## src/design/pcfb_regs.vh

```
// register map, field positions, reset values and timing constants of the clock fanout
`ifndef PCFB_REGS_VH
`define PCFB_REGS_VH

`define PCFB_ADDR_CTRL        8'h00
`define PCFB_ADDR_STATUS      8'h04

`define PCFB_CTRL_THR_LSB     0
`define PCFB_CTRL_THR_MSB     15
`define PCFB_CTRL_RESET       16'h0010

`define PCFB_STAT_LOCK        0
`define PCFB_STAT_BYPASS      1
`define PCFB_STAT_STATE_LSB   2
`define PCFB_STAT_STATE_MSB   3
`define PCFB_STAT_BANK_LSB    4
`define PCFB_STAT_BANK_MSB    7
`define PCFB_STAT_PER_LSB     16
`define PCFB_STAT_PER_MSB     31

`define PCFB_MCLK_MHZ         125
`define PCFB_STAB_TIME_US     1000
`define PCFB_STAB_CYCLES      (`PCFB_STAB_TIME_US * `PCFB_MCLK_MHZ)

`define PCFB_NCO_LEAD         16'h0004
`define PCFB_PHASE_TOL        16'h0001
`define PCFB_PER_TOL          16'h0001

`endif

```

## src/design/pcfb_bank.v

```verilog
// one output bank: enable synchroniser, glitch-free gate and four clock outputs
`default_nettype none

module pcfb_bank #(
  parameter WIDTH = 4
) (
  input  wire             mclk,        // system clock
  input  wire             reset_n,     // async reset, active low
  input  wire             bankEnable,  // bank enable pin, asynchronous
  input  wire             nextClk,     // next value of the shared clock source
  output reg  [WIDTH-1:0] bankOutputs, // gated clock outputs
  output reg              gateOpen     // current state of the bank gate
);

  reg enS1;
  reg enS2;

  always @(posedge mclk or negedge reset_n) begin
    if (!reset_n) begin
      enS1        <= 1'b0;
      enS2        <= 1'b0;
      gateOpen    <= 1'b0;
      bankOutputs <= {WIDTH{1'b0}};
    end else begin
      enS1 <= bankEnable;
      enS2 <= enS1;
      // gate moves only in the low phase, so no runt pulse reaches the loads
      if (!nextClk) begin
        gateOpen <= enS2;
      end
      // closed gate holds low, open gate replicates the shared source
      bankOutputs <= {WIDTH{gateOpen & nextClk}};
    end
  end

endmodule // pcfb_bank

`default_nettype wire

```

## src/design/pcfb_top.v

```verilog
// clock fanout: reference tracking loop, lock detect, four gated banks, APB status
`default_nettype none
`include "pcfb_regs.vh"

module pcfb_top #(
  parameter PW          = 16,                 // width of period and phase counters
  parameter STAB_CYCLES = `PCFB_STAB_CYCLES   // 1 ms of mclk cycles
) (
  input  wire        mclk,                    // system clock, 125 MHz
  input  wire        reset_n,                 // async reset, active low
  input  wire        referenceClock,          // reference clock pin
  input  wire        feedbackIn,              // feedback input pin
  input  wire        bankOneEnable,           // bank one enable pin
  input  wire        bankTwoEnable,           // bank two enable pin
  input  wire        bankThreeEnable,         // bank three enable pin
  input  wire        bankFourEnable,          // bank four enable pin
  input  wire        analogSupplyBypassStrap, // high selects bypass
  output wire [3:0]  bankOneOutputs,          // bank one clocks
  output wire [3:0]  bankTwoOutputs,          // bank two clocks
  output wire [3:0]  bankThreeOutputs,        // bank three clocks
  output wire [3:0]  bankFourOutputs,         // bank four clocks
  output reg         feedbackOut,             // feedback clock output
  output reg         lockStatus,              // loop locked
  input  wire        psel,                    // apb select
  input  wire        penable,                 // apb enable
  input  wire        pwrite,                  // apb direction
  input  wire [7:0]  paddr,                   // apb byte address
  input  wire [31:0] pwdata,                  // apb write data
  output reg  [31:0] prdata,                  // apb read data
  output reg         pready,                  // apb ready
  output reg         pslverr                  // apb error, unmapped address
);

  localparam [1:0] ST_ACQ   = 2'b00;
  localparam [1:0] ST_TRACK = 2'b01;
  localparam [1:0] ST_LOCK  = 2'b10;

  localparam [31:0] STAB_MAX = STAB_CYCLES;

  reg          refS1, refS2, refPrev;
  reg          fbS1, fbS2, fbPrev;
  reg          bypS1, bypS2;
  reg [1:0]    state;
  reg [PW-1:0] periodCnt;
  reg [PW-1:0] measPeriod;
  reg [PW-1:0] stableCnt;
  reg [PW-1:0] fbAge;
  reg [PW-1:0] phase;
  reg [31:0]   stabTimer;
  reg [15:0]   lockThreshold;
  reg          srcClk;

  wire refRise = refS2 & ~refPrev;
  wire fbRise  = fbS2 & ~fbPrev;
  wire [PW-1:0] newPeriod = periodCnt + {{(PW-1){1'b0}}, 1'b1};
  wire [PW-1:0] perDiff = (newPeriod > measPeriod) ? newPeriod - measPeriod
                                                   : measPeriod - newPeriod;
  wire perStable = (perDiff <= `PCFB_PER_TOL);
  wire phaseOk   = fbRise | (fbAge <= `PCFB_PHASE_TOL);
  wire [PW-1:0] halfPeriod = {1'b0, measPeriod[PW-1:1]};
  wire genHigh   = (phase < halfPeriod);
  wire thrMet    = (stableCnt >= lockThreshold[PW-1:0]);

  reg next_src;
  always @* begin
    if (bypS2) begin
      next_src = refS2;
    end else if (state == ST_ACQ) begin
      next_src = refS2;
    end else begin
      next_src = genHigh;
    end
  end

  //////////////////////////////////////////////////////////////////////////
  // pin synchronisers and reference measurement
  always @(posedge mclk or negedge reset_n) begin
    if (!reset_n) begin
      refS1      <= 1'b0;
      refS2      <= 1'b0;
      refPrev    <= 1'b0;
      fbS1       <= 1'b0;
      fbS2       <= 1'b0;
      fbPrev     <= 1'b0;
      bypS1      <= 1'b0;
      bypS2      <= 1'b0;
      periodCnt  <= {PW{1'b0}};
      measPeriod <= {PW{1'b0}};
      stableCnt  <= {PW{1'b0}};
      fbAge      <= {PW{1'b1}};
    end else begin
      refS1   <= referenceClock;
      refS2   <= refS1;
      refPrev <= refS2;
      fbS1    <= feedbackIn;
      fbS2    <= fbS1;
      fbPrev  <= fbS2;
      bypS1   <= analogSupplyBypassStrap;
      bypS2   <= bypS1;
      if (fbRise) begin
        fbAge <= {PW{1'b0}};
      end else if (fbAge != {PW{1'b1}}) begin
        fbAge <= fbAge + {{(PW-1){1'b0}}, 1'b1};
      end
      if (refRise) begin
        periodCnt  <= {PW{1'b0}};
        measPeriod <= newPeriod;
        // a change of reference period by more than one mclk cycle restarts the stable count
        if (perStable && stableCnt != {PW{1'b1}}) begin
          stableCnt <= stableCnt + {{(PW-1){1'b0}}, 1'b1};
        end else if (!perStable) begin
          stableCnt <= {PW{1'b0}};
        end
      end else if (periodCnt != {PW{1'b1}}) begin
        periodCnt <= periodCnt + {{(PW-1){1'b0}}, 1'b1};
      end else begin
        stableCnt <= {PW{1'b0}}; // reference stopped
      end
    end
  end

  //////////////////////////////////////////////////////////////////////////
  // acquisition, tracking and lock
  always @(posedge mclk or negedge reset_n) begin
    if (!reset_n) begin
      state      <= ST_ACQ;
      stabTimer  <= 32'h0000_0000;
      lockStatus <= 1'b0;
    end else begin
      case (state)
        ST_ACQ: begin
          lockStatus <= 1'b0;
          if (bypS2 || stableCnt == {PW{1'b0}}) begin
            stabTimer <= 32'h0000_0000;
          end else if (stabTimer < STAB_MAX) begin
            stabTimer <= stabTimer + 32'h0000_0001;
          end
          // threshold or the 1 ms bound, whichever first, ends acquisition
          if (!bypS2 && stableCnt != {PW{1'b0}} && (thrMet || stabTimer >= STAB_MAX)) begin
            state <= ST_TRACK;
          end
        end
        ST_TRACK: begin
          lockStatus <= 1'b0;
          if (bypS2 || stableCnt == {PW{1'b0}}) begin
            state <= ST_ACQ;
          end else if (refRise && phaseOk) begin
            state      <= ST_LOCK;
            lockStatus <= 1'b1;
          end
        end
        ST_LOCK: begin
          // loss of period or phase drops the flag at once
          if (bypS2 || stableCnt == {PW{1'b0}} || (refRise && !phaseOk)) begin
            state      <= ST_ACQ;
            stabTimer  <= 32'h0000_0000;
            lockStatus <= 1'b0;
          end
        end
        default: begin
          state      <= ST_ACQ;
          lockStatus <= 1'b0;
        end
      endcase
    end
  end

  //////////////////////////////////////////////////////////////////////////
  // phase generator: lead offsets the sync and output latency of the loop
  always @(posedge mclk or negedge reset_n) begin
    if (!reset_n) begin
      phase       <= {PW{1'b0}};
      srcClk      <= 1'b0;
      feedbackOut <= 1'b0;
    end else begin
      if (refRise) begin
        phase <= `PCFB_NCO_LEAD;
      end else if (phase + {{(PW-1){1'b0}}, 1'b1} >= measPeriod) begin
        phase <= {PW{1'b0}};
      end else begin
        phase <= phase + {{(PW-1){1'b0}}, 1'b1};
      end
      srcClk      <= next_src;
      feedbackOut <= next_src;
    end
  end

  //////////////////////////////////////////////////////////////////////////
  // output banks
  wire [3:0] bankEn   = {bankFourEnable, bankThreeEnable, bankTwoEnable, bankOneEnable};
  wire [3:0] gateOpen;
  wire [3:0] bankOut [0:3];

  genvar gi;
  generate
    for (gi = 0; gi < 4; gi = gi + 1) begin : gBank
      pcfb_bank #(.WIDTH(4)) uBank (
        .mclk        (mclk),
        .reset_n     (reset_n),
        .bankEnable  (bankEn[gi]),
        .nextClk     (next_src),
        .bankOutputs (bankOut[gi]),
        .gateOpen    (gateOpen[gi])
      );
    end
  endgenerate

  assign bankOneOutputs   = bankOut[0];
  assign bankTwoOutputs   = bankOut[1];
  assign bankThreeOutputs = bankOut[2];
  assign bankFourOutputs  = bankOut[3];

  //////////////////////////////////////////////////////////////////////////
  // apb slave: read data prepared in setup, so access never waits
  wire setup  = psel & ~penable;
  wire access = psel & penable & pready;
  wire mapped = (paddr == `PCFB_ADDR_CTRL) || (paddr == `PCFB_ADDR_STATUS);

  reg [31:0] next_rdata;
  always @* begin
    next_rdata = 32'h0000_0000;
    if (paddr == `PCFB_ADDR_CTRL) begin
      next_rdata[`PCFB_CTRL_THR_MSB:`PCFB_CTRL_THR_LSB] = lockThreshold;
    end else if (paddr == `PCFB_ADDR_STATUS) begin
      next_rdata[`PCFB_STAT_LOCK]   = lockStatus;
      next_rdata[`PCFB_STAT_BYPASS] = bypS2;
      next_rdata[`PCFB_STAT_STATE_MSB:`PCFB_STAT_STATE_LSB] = state;
      next_rdata[`PCFB_STAT_BANK_MSB:`PCFB_STAT_BANK_LSB]   = gateOpen;
      next_rdata[`PCFB_STAT_PER_MSB:`PCFB_STAT_PER_LSB]     = measPeriod[15:0];
    end
  end

  always @(posedge mclk or negedge reset_n) begin
    if (!reset_n) begin
      prdata        <= 32'h0000_0000;
      pready        <= 1'b0;
      pslverr       <= 1'b0;
      lockThreshold <= `PCFB_CTRL_RESET;
    end else begin
      pready  <= setup;
      pslverr <= setup & ~mapped;
      if (setup) begin
        prdata <= pwrite ? 32'h0000_0000 : next_rdata;
      end
      if (access && pwrite && paddr == `PCFB_ADDR_CTRL) begin
        lockThreshold <= pwdata[`PCFB_CTRL_THR_MSB:`PCFB_CTRL_THR_LSB];
      end
    end
  end

endmodule // pcfb_top

`default_nettype wire

```

## config.mk

```make
export PLATFORM = sky130hd
export DESIGN_NAME = pcfb_top
export DESIGN_NICKNAME = d
export VERILOG_FILES = /design/src/design/pcfb_bank.v /design/src/design/pcfb_top.v
export VERILOG_INCLUDE_DIRS = /design/src /design/src/design
export SDC_FILE = /design/constraint.sdc
export NUM_CORES = 1
export LEC_CHECK = 0
export BUFFER_PORTS_ARGS = -buffer_cell sky130_fd_sc_hd__buf_2
export CAP_MARGIN = 20
export CORE_ASPECT_RATIO = 0.7
export CORE_MARGIN = 1.5
export CORE_UTILIZATION = 60
export CTS_BUF_LIST = sky130_fd_sc_hd__clkbuf_16
export CTS_CLUSTER_SIZE = 10
export DETAILED_ROUTE_END_ITERATION = 6
export GPL_TIMING_DRIVEN = 0
export HOLD_SLACK_MARGIN = 0.15
export PLACE_DENSITY = 0.83
export SLEW_MARGIN = 40
export SYNTH_ARGS = -nofsm -noshare
export SYNTH_HDL_FRONTEND = slang
export SYNTH_SLANG_ARGS = --single-unit
```

## constraint.sdc

```tcl
create_clock -name mclk -period 5.8 [get_ports mclk]
set_input_delay 0.29 -clock mclk [delete_from_list [all_inputs] [get_ports mclk]]
set_output_delay 0.29 -clock mclk [all_outputs]
set_load 0.05 [all_outputs]
```

==> impl_metrics.json <==
{
  "stdcell_count": 1552,
  "relSlewSlack": 0.464,
  "synthCells": 1168,
  "postCtsHoldBufs": 27,
  "async_flop_share": 1.00,
  "clkSlewWorstSetupHoldPaths_ns": 0.08,
  "layout_common_cells": "dfrtp_1 (173), nand2_1 (114), buf_2 (91), nor2_1 (90), ha_1 (86)",
  "wire_per_inst_um": 19.1,
  "tightest_slew_ns": 0.797,
  "cts-htree-levels": 4,
  "drive_gt1_frac": 0.142,
  "placed_area_um2": 11800,
  "fillCellCount": 1293,
  "synth_top_cell_area_share": 0.393,
  "cts_resized": 0,
  "vdd_ir_drop_max_mv": 0.212,
  "leakagePower_nw": 6.38,
  "layout_min_cycle_time_ns": 5.04,
  "rsz0062_at_grt": "no",
  "cts_buffers": 17,
  "port_buffers": 87,
  "status": "finished clean",
  "finalHoldViolations": 0,
  "drtAntennaViolNets": 0,
  "fin_skew_ns": 0.0101,
  "synth-seq-cells": 190,
  "ys.flop_type": "dfrtp_1",
  "final_util": 0.709,
  "dieArea_um2": 19200,
  "cts_root_buf": "clkbuf_16",
  "dp_hpwl_um": 21400,
  "drc": 0,
  "final_common_cell": "dfrtp_1",
  "antenna_found_initial": 0,
  "hold_path.class": "in2async",
  "synth_area_um2": 11000,
  "critPathArrivalTime_ns": 5.40,
  "dp_slack_ns": 0.928,
  "post-route-period-util": 0.868,
  "endpoint_kind": "flip-flop",
  "grt_pass1_wl_um": 47700,
  "drt-vias-per-instance": 6.13,
  "drtPass1Iterations": 5,
  "syn-num-nets": 1308,
  "initial_core_util": 0.612,
  "yosys_warnings": 0,
  "grt_pass1_vias": 9123,
  "synth_edf_count": 0,
  "ios": 104,
  "max_freq_mhz": 199,
  "syn_area_per_cell_um2": 9.44,
  "fin_total_pwr_mw": 4.30,
  "clock_latency_ns": 0.45,
  "fp.dieH_um": 116,
  "clockBufferDepth": 2,
  "synth_top_area_cell": "dfrtp_1",
  "stdcell_area_um2": 12800,
  "rows": 41,
  "gp_congestion": 0.956,
  "setup_tns_ns": 0,
  "whs_ns": 0.311,
  "grt_max_degree": 75,
  "ys_seq_area_frac": 0.433,
  "cts_tree": "done",
  "slew_violations": 0,
  "overflow": 0,
  "ys_types": 70,
  "grt_usage": 0.326,
  "dp_cells": 1493,
  "core_region_area_um2": 18000,
  "num_vias": 9520,
  "crit_required_ns": 6.16,
  "chipWidth_um": 165,
  "fin_ws_ns": 0.765,
  "postRouteWirelength_um": 29700,
  "power_per_cell_area_nw_per_um2": 337,
  "setup_viol": 0,
  "area_delta_synth_final_pct": 15.8,
  "fin_nets": 1443,
  "cts_num_sinks": 190,
  "crit_fanout": 10,
  "antenna_cells": 0,
  "cts_setup_buffers": 0,
  "maxCapViolCount": 0,
  "crit_type": "reg2reg",
  "startpoint_type": "flip-flop",
  "drt_iter0_drc": 1004,
  "ys_top_cells_by_area": "dfrtp_1 (39%), ha_1 (9.8%), dfstp_2 (4.1%)"
}
[cell families (layout without fill, tap and decap cells)]
group | count (synthesis) | in the layout | synth area share
AO/OA/AOI/OAI | 266 | 266 | 0.162
XOR/XNOR | 64 | 64 | 0.0509
adder cells (fa/ha/maj) | 88 | 88 | 0.101
buffers and inverters | 133 | 281 | 0.0533
flip-flops | 190 | 190 | 0.433
multiplexers | 12 | 12 | 0.0126
AND/OR/NAND/NOR | 415 | 415 | 0.187
[power by group]
group	total [mW]	internal, mW	leakage (nW)	switching [mW]
Clock	1.30	0.708	0.319	0.589
Combinational	1.55	0.664	3.61	0.888
Sequential	1.45	1.39	2.45	0.0694
[registers in the layout, indices dropped and copies added, names as in the netlist, 2 cells and up]
register and count:
prdata 32, gBank.uBank.bankOutputs 4, gBank.uBank.enS2 4, lockThreshold 16, stabTimer 32, gBank.uBank.enS1 4, stableCnt 16, state 2
periodCnt 16, gBank.uBank.gateOpen 4, phase 16, fbAge 16, measPeriod 16
[Yosys cell counts, drive strengths merged (6+ instances only)]
cell type	number
dfrtp	173
nand2	114
nor2	91
ha	86
inv	77
a21oi	67
o21ai	65
nand3	48
xnor2	35
clkbuf	31
nor2b	31
xor2	29
a21o	27
a22o	25
and3	25
buf	25
nor4	19
nand4	18
dfstp	17
nor3	15
a31oi	14
a211oi	11
nand2b	11
and2	9
a222oi	8
o31ai	8
and4	7
mux2i	6
or2	6
[worst max-delay path: stages, from the launching register on]
cell      delay, ns
dfrtp_1        0.49
ha_1           0.23
nand3_1        0.12
nor2_1         0.25
nand2_1        0.12
nor2_1         0.26
nand3_1        0.14
xor2_1         0.43
inv_1          0.10
ha_1           0.38
nand2_1        0.15
nor3_1         0.40
o211ai_2       0.19
a21o_1         0.30
nand4b_1       0.24
nor4_1         0.30
o2111a_1       0.30
buf_6          0.17
buf_6          0.15
a21oi_1        0.07
nor2_1         0.15
[per-layer routing]
metal | track usage | share of wire
met1 | 0.487 | 0.46
met2 | 0.479 | 0.43
met3 | 0.0664 | 0.093
met4 | 0.0985 | 0.017
met5 | 0 | 0
[final timing paths]
path,start,to,slack [ns],depth (start not counted)
max,periodCnt[0],stableCnt[15],0.76,20
min,reset_n,stableCnt[4],0.31,2
min reg2reg,gBank[0].uBank.enS1,gBank[0].uBank.enS2,0.35,0
min in group mclk,paddr[2],lockThreshold[0],0.35,3
max reg2reg,periodCnt[0],stableCnt[15],0.76,20
max in group asynchronous,reset_n,fbAge[6],4.41,4
[final cells by class]
class | count | area [µm²] | area share
Sequential cell | 190 | 4780 | 0.374
Tap cell | 236 | 295 | 0.0231
Clock inverter | 15 | 220 | 0.0172
Clock buffer | 17 | 425 | 0.0333
Multi-Input combinational cell | 845 | 5690 | 0.446
Timing Repair Buffer | 116 | 771 | 0.0604
Buffer | 56 | 299 | 0.0234
Inverter | 77 | 289 | 0.0226
(Power assumes the default switching activity.)
